==> src/pkg/lpm_pkg.sv <==
// package: constants and types for the low-power mode controller
package lpm_pkg;
  // register offsets (byte addresses, one word each)
  localparam logic [7:0] LPM_CTRL_OFS = 8'h00;
  localparam logic [7:0] LPM_STAT_OFS = 8'h04;
  localparam logic [7:0] LPM_IRQ_STAT_OFS = 8'h08;
  localparam logic [7:0] LPM_IRQ_MASK_OFS = 8'h0c;
  // control field positions
  localparam int CTRL_STOP_BIT = 0;
  localparam int CTRL_STBY_BIT = 1;
  localparam int CTRL_LPREG_BIT = 2;
  localparam int CTRL_MON_EN_BIT = 3;
  localparam int CTRL_MON_FALL_BIT = 4;
  localparam int CTRL_MON_RISE_BIT = 5;
  // interrupt status bit positions
  localparam int IRQ_MON_BIT = 0;
  localparam int IRQ_WAKE_BIT = 1;
  localparam int IRQ_STBY_BIT = 2;
  // reset values
  localparam logic [5:0] CTRL_RST = 6'h00;
  localparam logic [2:0] IRQ_RST = 3'h0;
  // oscillator settle time and its count at 10 MHz
  localparam int OSC_SETTLE_NS = 2000;
  localparam int CLK_PERIOD_NS = 100;
  localparam int OSC_SETTLE_CYC = (OSC_SETTLE_NS + CLK_PERIOD_NS - 1) / CLK_PERIOD_NS;
  localparam logic [7:0] OSC_SETTLE_CNT = 8'(OSC_SETTLE_CYC);
  localparam int EXT_LINES = 16;

  // power states
  typedef enum logic [2:0] {
    LPM_RUN,
    LPM_SLEEP,
    LPM_STOP,
    LPM_WAKE,
    LPM_STBY
  } lpm_state_e;

  // regulator operating modes
  typedef enum logic [1:0] {
    REG_MAIN,
    REG_LOWPWR,
    REG_OFF
  } lpm_reg_e;

  // clock and power enables toward the rest of the chip
  typedef struct packed {
    logic core_clk_en;
    logic periph_clk_en;
    logic pll_en;
    logic internal_fast_rc_oscillator_en;
    logic external_fast_crystal_oscillator_en;
    logic slow_clk_en;
    logic domain_pwr_en;
    logic retain;
  } lpm_pwr_s;

  // wakeup sources
  typedef struct packed {
    logic [EXT_LINES-1:0] ext_line;
    logic monitor;
    logic rtc_alarm;
    logic usb_wake;
    logic wakeup_pin;
    logic independent_watchdog;
    logic external_reset_pin_n;
  } lpm_wake_s;
endpackage

==> src/hdl/lpm_ctrl.sv <==
// low-power mode controller: sleep, stop and standby sequencing
`timescale 1ns/1ps
`default_nettype none
// How it works
// - sleep gates only core clock
// - any interrupt or event ends sleep
// - stop halts core clocks, pll, oscillators
// - stop keeps registers and sram
// - stop regulator mode chosen by software
// - any external event line ends stop
// - standby powers off domain and oscillators
// - standby loses state except backup
// - reset, watchdog, pin edge, alarm end standby
// - rtc, watchdog and slow clocks keep running
// - regulator main, low-power, off per state
// - regulator enabled straight after reset
// - monitor interrupts on falling, rising or both
module lpm_ctrl (
  // clock and reset
  input wire logic core_clk_i,
  input wire logic resetn_i,
  // register port
  input wire logic [7:0] reg_addr_i,
  input wire logic [31:0] reg_wdata_i,
  input wire logic reg_wr_i,
  input wire logic reg_rd_i,
  output logic [31:0] reg_rdata_o,
  // processor core request and events
  input wire logic core_sleep_req_i,
  input wire logic core_irq_i,
  // raw wakeup sources (pins and other domains)
  input wire lpm_pkg::lpm_wake_s wake_i,
  // supply monitor comparator output, high while supply below threshold
  input wire logic monitor_below_i,
  // clock and power controls
  output lpm_pkg::lpm_pwr_s pwr_o,
  output lpm_pkg::lpm_reg_e reg_mode_o,
  output logic core_wake_o,
  output logic sysclk_rc_sel_o,
  output logic monitor_en_o,
  output logic irq_o
);
  import lpm_pkg::*;

  // module state apart from the input synchronisers
  typedef struct packed {
    lpm_state_e state;
    logic [5:0] ctrl;
    logic [2:0] irq_stat;
    logic [2:0] irq_mask;
    logic [7:0] settle;
    logic mon_q;
    logic pin_q;
    logic rc_sel;
    logic [31:0] rdata;
  } lpm_st_s;

  lpm_st_s st_ff;
  lpm_st_s nxt_st;

  // two-flop synchronisers for everything from outside the clock domain
  logic [$bits(lpm_wake_s):0] sync1_ff;
  logic [$bits(lpm_wake_s):0] sync2_ff;
  lpm_wake_s wk;
  logic mon_s;

  // input synchroniser; first stage only feeds the second
  always_ff @(posedge core_clk_i or negedge resetn_i) begin
    if (!resetn_i) begin
      // reset pin idles high, so a cleared stage would look like a reset request
      sync1_ff <= {1'b0, lpm_wake_s'{external_reset_pin_n: 1'b1, default: '0}};
      sync2_ff <= {1'b0, lpm_wake_s'{external_reset_pin_n: 1'b1, default: '0}};
    end else begin
      sync1_ff <= {monitor_below_i, wake_i};
      sync2_ff <= sync1_ff;
    end
  end

  // synchronised views
  always_comb begin
    wk = lpm_wake_s'(sync2_ff[$bits(lpm_wake_s)-1:0]);
    mon_s = sync2_ff[$bits(lpm_wake_s)];
  end

  // derived events
  logic mon_on;
  logic mon_fall_ev;
  logic mon_rise_ev;
  logic pin_rise;
  logic stop_wake;
  logic stby_wake;
  logic wr_hit_ctrl;
  logic wr_hit_stat;
  logic wr_hit_mask;

  // event detection
  always_comb begin
    mon_on = st_ff.ctrl[CTRL_MON_EN_BIT];
    // supply dropping below threshold is a rising comparator edge
    mon_fall_ev = mon_on && mon_s && !st_ff.mon_q && st_ff.ctrl[CTRL_MON_FALL_BIT];
    mon_rise_ev = mon_on && !mon_s && st_ff.mon_q && st_ff.ctrl[CTRL_MON_RISE_BIT];
    pin_rise = wk.wakeup_pin && !st_ff.pin_q;
    // any event line, monitor output, alarm or usb ends stop
    stop_wake = (|wk.ext_line) || (mon_on && mon_s) || wk.rtc_alarm || wk.usb_wake;
    stby_wake = !wk.external_reset_pin_n || wk.independent_watchdog || pin_rise || wk.rtc_alarm;
    wr_hit_ctrl = reg_wr_i && (reg_addr_i == LPM_CTRL_OFS);
    wr_hit_stat = reg_wr_i && (reg_addr_i == LPM_IRQ_STAT_OFS);
    wr_hit_mask = reg_wr_i && (reg_addr_i == LPM_IRQ_MASK_OFS);
  end

  // next-state logic
  always_comb begin
    nxt_st = st_ff;
    nxt_st.mon_q = mon_s;
    nxt_st.pin_q = wk.wakeup_pin;
    // register writes
    if (wr_hit_ctrl) begin
      nxt_st.ctrl = reg_wdata_i[5:0];
    end
    if (wr_hit_mask) begin
      nxt_st.irq_mask = reg_wdata_i[2:0];
    end
    // write one clears; a set in the same cycle wins below
    if (wr_hit_stat) begin
      nxt_st.irq_stat = st_ff.irq_stat & ~reg_wdata_i[2:0];
    end
    if (mon_fall_ev || mon_rise_ev) begin
      nxt_st.irq_stat[IRQ_MON_BIT] = 1'b1;
    end
    // power sequencer
    case (st_ff.state)
      LPM_RUN: begin
        if (core_sleep_req_i && st_ff.ctrl[CTRL_STBY_BIT]) begin
          nxt_st.state = LPM_STBY;
          // rc is switched off, so it no longer drives the system clock
          nxt_st.rc_sel = 1'b0;
        end else if (core_sleep_req_i && st_ff.ctrl[CTRL_STOP_BIT]) begin
          nxt_st.state = LPM_STOP;
          // selection comes back only once the rc has settled on wake
          nxt_st.rc_sel = 1'b0;
        end else if (core_sleep_req_i) begin
          nxt_st.state = LPM_SLEEP;
        end
      end
      LPM_SLEEP: begin
        // any interrupt or event returns to run
        if (core_irq_i || stop_wake) begin
          nxt_st.state = LPM_RUN;
        end
      end
      LPM_STOP: begin
        if (stop_wake) begin
          nxt_st.state = LPM_WAKE;
          nxt_st.settle = OSC_SETTLE_CNT;
          nxt_st.irq_stat[IRQ_WAKE_BIT] = 1'b1;
        end
      end
      LPM_WAKE: begin
        // core held until the restarted rc oscillator settles
        if (st_ff.settle <= 8'h01) begin
          nxt_st.state = LPM_RUN;
          nxt_st.rc_sel = 1'b1;
          nxt_st.ctrl[CTRL_STOP_BIT] = 1'b0;
        end else begin
          nxt_st.settle = st_ff.settle - 8'h01;
        end
      end
      LPM_STBY: begin
        // exit is a fresh start: domain state is lost
        if (stby_wake) begin
          nxt_st.state = LPM_RUN;
          nxt_st.ctrl = CTRL_RST;
          nxt_st.irq_mask = IRQ_RST;
          nxt_st.irq_stat = IRQ_RST;
          nxt_st.irq_stat[IRQ_STBY_BIT] = 1'b1;
          nxt_st.rc_sel = 1'b1;
        end
      end
      default: begin
        nxt_st.state = LPM_RUN;
      end
    endcase
    // read data, valid the cycle after the strobe
    nxt_st.rdata = 32'h0000_0000;
    if (reg_rd_i) begin
      case (reg_addr_i)
        LPM_CTRL_OFS: nxt_st.rdata = {26'h000_0000, st_ff.ctrl};
        LPM_STAT_OFS: nxt_st.rdata = {28'h000_0000, st_ff.rc_sel, st_ff.state};
        LPM_IRQ_STAT_OFS: nxt_st.rdata = {29'h0000_0000, st_ff.irq_stat};
        LPM_IRQ_MASK_OFS: nxt_st.rdata = {29'h0000_0000, st_ff.irq_mask};
        default: nxt_st.rdata = 32'h0000_0000;
      endcase
    end
  end

  // state register; regulator comes up enabled from reset
  always_ff @(posedge core_clk_i or negedge resetn_i) begin
    if (!resetn_i) begin
      st_ff <= '{state: LPM_RUN, ctrl: CTRL_RST, irq_stat: IRQ_RST, irq_mask: IRQ_RST,
                 settle: 8'h00, mon_q: 1'b0, pin_q: 1'b0, rc_sel: 1'b1, rdata: 32'h0000_0000};
    end else begin
      st_ff <= nxt_st;
    end
  end

  // clock, oscillator and power enables per state
  always_comb begin
    pwr_o = '{core_clk_en: 1'b1, periph_clk_en: 1'b1, pll_en: 1'b1,
              internal_fast_rc_oscillator_en: 1'b1, external_fast_crystal_oscillator_en: 1'b1,
              slow_clk_en: 1'b1, domain_pwr_en: 1'b1, retain: 1'b1};
    reg_mode_o = REG_MAIN;
    case (st_ff.state)
      LPM_SLEEP: begin
        pwr_o.core_clk_en = 1'b0;
      end
      LPM_STOP: begin
        pwr_o.core_clk_en = 1'b0;
        pwr_o.periph_clk_en = 1'b0;
        pwr_o.pll_en = 1'b0;
        pwr_o.internal_fast_rc_oscillator_en = 1'b0;
        pwr_o.external_fast_crystal_oscillator_en = 1'b0;
        pwr_o.retain = 1'b1;
        // software picks low-power or normal regulation
        reg_mode_o = st_ff.ctrl[CTRL_LPREG_BIT] ? REG_LOWPWR : REG_MAIN;
      end
      LPM_WAKE: begin
        // rc restarting, everything else still off, core held
        pwr_o.core_clk_en = 1'b0;
        pwr_o.periph_clk_en = 1'b0;
        pwr_o.pll_en = 1'b0;
        pwr_o.external_fast_crystal_oscillator_en = 1'b0;
      end
      LPM_STBY: begin
        pwr_o.core_clk_en = 1'b0;
        pwr_o.periph_clk_en = 1'b0;
        pwr_o.pll_en = 1'b0;
        pwr_o.internal_fast_rc_oscillator_en = 1'b0;
        pwr_o.external_fast_crystal_oscillator_en = 1'b0;
        pwr_o.domain_pwr_en = 1'b0;
        pwr_o.retain = 1'b0;
        reg_mode_o = REG_OFF;
      end
      default: begin
        reg_mode_o = REG_MAIN;
      end
    endcase
    // slow clocks for rtc and watchdog never stop
    pwr_o.slow_clk_en = 1'b1;
  end

  // outputs
  always_comb begin
    core_wake_o = (st_ff.state == LPM_RUN);
    sysclk_rc_sel_o = st_ff.rc_sel;
    monitor_en_o = st_ff.ctrl[CTRL_MON_EN_BIT];
    irq_o = |(st_ff.irq_stat & st_ff.irq_mask);
    reg_rdata_o = st_ff.rdata;
  end
endmodule
`default_nettype wire

==> config.mk <==
export PLATFORM = sky130hd
export DESIGN_NAME = lpm_ctrl
export DESIGN_NICKNAME = d
export VERILOG_FILES = /design/src/pkg/lpm_pkg.sv /design/src/hdl/lpm_ctrl.sv
export SDC_FILE = /design/constraint.sdc
export NUM_CORES = 1
export LEC_CHECK = 0
export BUFFER_PORTS_ARGS = -buffer_cell sky130_fd_sc_hd__buf_2
export CAP_MARGIN = 40
export CORE_MARGIN = 1.5
export CORE_UTILIZATION = 35
export CTS_CLUSTER_SIZE = 14
export DETAILED_ROUTE_END_ITERATION = 16
export PLACE_DENSITY_LB_ADDON = 0.08
export SKIP_LAST_GASP = 1
export SLEW_MARGIN = 5
export SYNTH_ARGS = -nofsm -noshare
export SYNTH_HDL_FRONTEND = slang
export SYNTH_SLANG_ARGS = --single-unit
==> constraint.sdc <==
create_clock -name core_clk_i -period 1.6 [get_ports core_clk_i]
set_input_delay 0.32 -clock core_clk_i [delete_from_list [all_inputs] [get_ports core_clk_i]]
set_output_delay 0.32 -clock core_clk_i [all_outputs]
set_load 0.01 [all_outputs]
==> metrics.txt <==
CTS HTree Levels 3; CTS Buf Count 9; antenna viol nets, final 0; die height 96.47 um; routed wl met3 271 um; fin crit period approximately 1700 ps; hold path depth 1; initial drt markers 89; Reg power frac 0.498; site row count 33; Fillers 762; power share of the combinational group 0.221; Multi-input gate area roughly 0.0012 mm2; routed wire length 5.638 mm; Residual DRC 0; commonest non-fill, non-tap cells in the layout dfrtp_1, buf_2, buf_4; final setup margin -125.7 ps; ANT cells 0; Final Net Count 405; commonest non-fill, non-tap cell in the layout dfrtp_1; RSZ-0062 raised after global routing true; Hold EP sync1_ff[12]$_DFF_PN0_; Reg2Reg Launch Point st_ff[35]$_DFFE_PN0P_; CTS tree yes; Clock Sinks 76; Area Overhead vs Synth 33.39%; met2 wire length ~2.5 mm; critical path class reg2out; worst reg2reg endpoint st_ff[38]$_DFFE_PN0P_; clk buf depth 2; PortBufs 60; average wire per standard cell 12.70 um; critical path required time 1280 ps; Hold Vio Cnt, Final 0; hold path startpoint wake_i[12]; core box area around 0.0083 mm2; Lkg Pwr between 1.5 and 2 nW; Max Cap Viol 0; dpl ws -271.7 ps; HPWL after DPL 3.943 mm; Starting Density 0.3666; post-route core utilization 0.4890; Critical Path Fanout Max 5; layout cells sized above 1 0.5074; Pre-antenna DRT Iters 4; Seq. cell area between 0.0015 and 0.002 mm2; critical path startpoint st_ff[57]$_DFFE_PN0P_; dpl cells between 400 and 500; Die Area 0.009306 mm2; register area share after synthesis 0.6232; Int Pwr 0.003209 W; switch share 0.2902; via count 1971; worst min-delay path category in2reg; post-synth top area cell dfrtp_1; Worst Setup Start Kind flip-flop; syn_area_per_cell 12.85 um2; outcome finished with violations; Clock Skew 12.24 ps; VDD IR max 556.2 uV; Final Instance Count excl. Fillers 444; P_sw 0.001312 W; vias in the first global route 1850; yosys warns 0; vias per inst 4.439; Fmax achieved 579.5 MHz; initial antenna violation count 0; Seq cells post-synth 76; R2R depth 6; Async SR Flop Fraction 1.000; grt ovf 0; first-pass GRT wire length roughly 9.2 mm; DIE WIDTH a little under 100 um; max-slew violation count 0; failing checks negative setup slack; worst-skew pair later-pin latency 340 ps; Netlist cell types 49; Highest Signal Layer met4; RePlAce Congestion 0.7552; Mapped Cells around 240; total track usage 0.1351; clk root buf clkbuf_8; Area contributors post-synth dfrtp_1, buf_4, mux2i_1; Tcrit/Tclk final 1.079; M1 wire length 2.739 mm; Synth Cell Area 0.003058 mm2; Pwr Density 1108 mW/mm2; Setup-failing EPs final 11; Worst-path clk slew 70 ps; internal reg-to-reg setup slack -40 ps; Crit. End Element output port; Placed Area between 0.003 and 0.004 mm2; main flop type after synthesis dfrtp_1; Synth top area share 0.5974; largest net degree at the start of global routing 77; Clock Power Share 0.281; io pins 115; Post-synth EDFFs 0; Final Instance Area 0.004079 mm2; Crit path arrival time between 1000 and 1500 ps
## how the worst max path moves through the flow
stage,to,slack [ps],depth (start not counted)
global placement,st_ff[49]$_DFF_PN0_,-270,7
detailed placement,st_ff[49]$_DFF_PN0_,-270,7
CTS,pwr_o[5],-140,4
floorplan,st_ff[43]$_DFF_PN0_,-150,6
global route,pwr_o[5],-210,4
finish,pwr_o[5],-130,4
## cell usage after synthesis, drive strengths merged (2+ instances only)
library cell / count
dfrtp: 73
buf: 37
nor2: 22
nand2: 13
mux2i: 11
nor4: 9
a21oi: 5
and3: 5
inv: 5
nand3: 4
xnor2: 4
and4: 3
clkbuf: 3
dfstp: 3
mux4: 3
nand2b: 3
a31oi: 2
conb: 2
ha: 2
nor3: 2
o211ai: 2
o21ai: 2
o31ai: 2
xor2: 2
## state kept, by name (all words and copies together) (netlist names)
register         count
reg_rdata_o          6
sysclk_rc_sel_o      1
sync1_ff            22
monitor_en_o         1
sync2_ff            22
st_ff               24
## stage by stage
stage                     power [W]  hold slack [ps]  setup TNS [ps]
after detailed placement   0.003072            334.7           -3006
final                      0.004521            85.88          -645.7
after floorplan            0.002765            24.41          -725.3
after CTS                  0.004468            66.67          -707.9
after global routing       0.004777            64.37           -1937
after global placement     0.003060            332.0           -2908
## power groups by stage
stage	clock network, W	registers (W)	logic (W)
5_1_grt	0.00141	0.00227	0.00110
3_3_place_gp	0	0.00227	0.000792
3_5_place_dp	0	0.00227	0.000800
4_1_cts	0.00131	0.00224	0.000917
6_report	0.00127	0.00225	0.00100
2_1_floorplan	0	0.00229	0.000480
## final cells by class
cell class                      count  share of cell area
Clock buffer                       12             0.03558
Clock inverter                      4            0.006135
Timing Repair Buffer              100              0.1669
Sequential cell                    76              0.4684
Tap cell                          105             0.03221
Multi-Input combinational cell    142              0.2856
Inverter                            5            0.005215
## critical path, cell delays in order (launching register included)
cell      delay, ps
dfrtp_2         450
nand3b_1        190
buf_4           150
and2_4          160
buf_6           110
## kinds of logic (layout without fill, tap and decap cells)
| logic type | count (synthesis) | count (layout) | share of synthesized area |
|---|---|---|---|
| other cells | 2 | 27 | 0.002456 |
| fa+ha+maj | 2 | 2 | 0.008182 |
| simple gates | 69 | 69 | 0.1268 |
| xor+xnor | 6 | 6 | 0.01718 |
| buf+inv | 45 | 121 | 0.1072 |
| mux | 14 | 14 | 0.05810 |
| flops | 76 | 76 | 0.6232 |
| compound gates | 24 | 24 | 0.05688 |
## per-layer routing
| metal | global-route usage | vias to the layer above |
|---|---|---|
| met3 | 0.04069 | 12 |
| met5 | 0 | - |
| li1 | - | 953 |
| met1 | 0.1887 | 942 |
| met4 | 0.05797 | 0 |
| met2 | 0.1941 | 64 |
## what timing repair did
action	in CTS	in global routing
buffers inserted	11	4
resized for setup	21	32
pin swaps	12	8
endpoints found under the setup margin	18	24
hold buffers	1	0
endpoints found under the hold margin	11	0
Power figures use the tool's default switching activity.
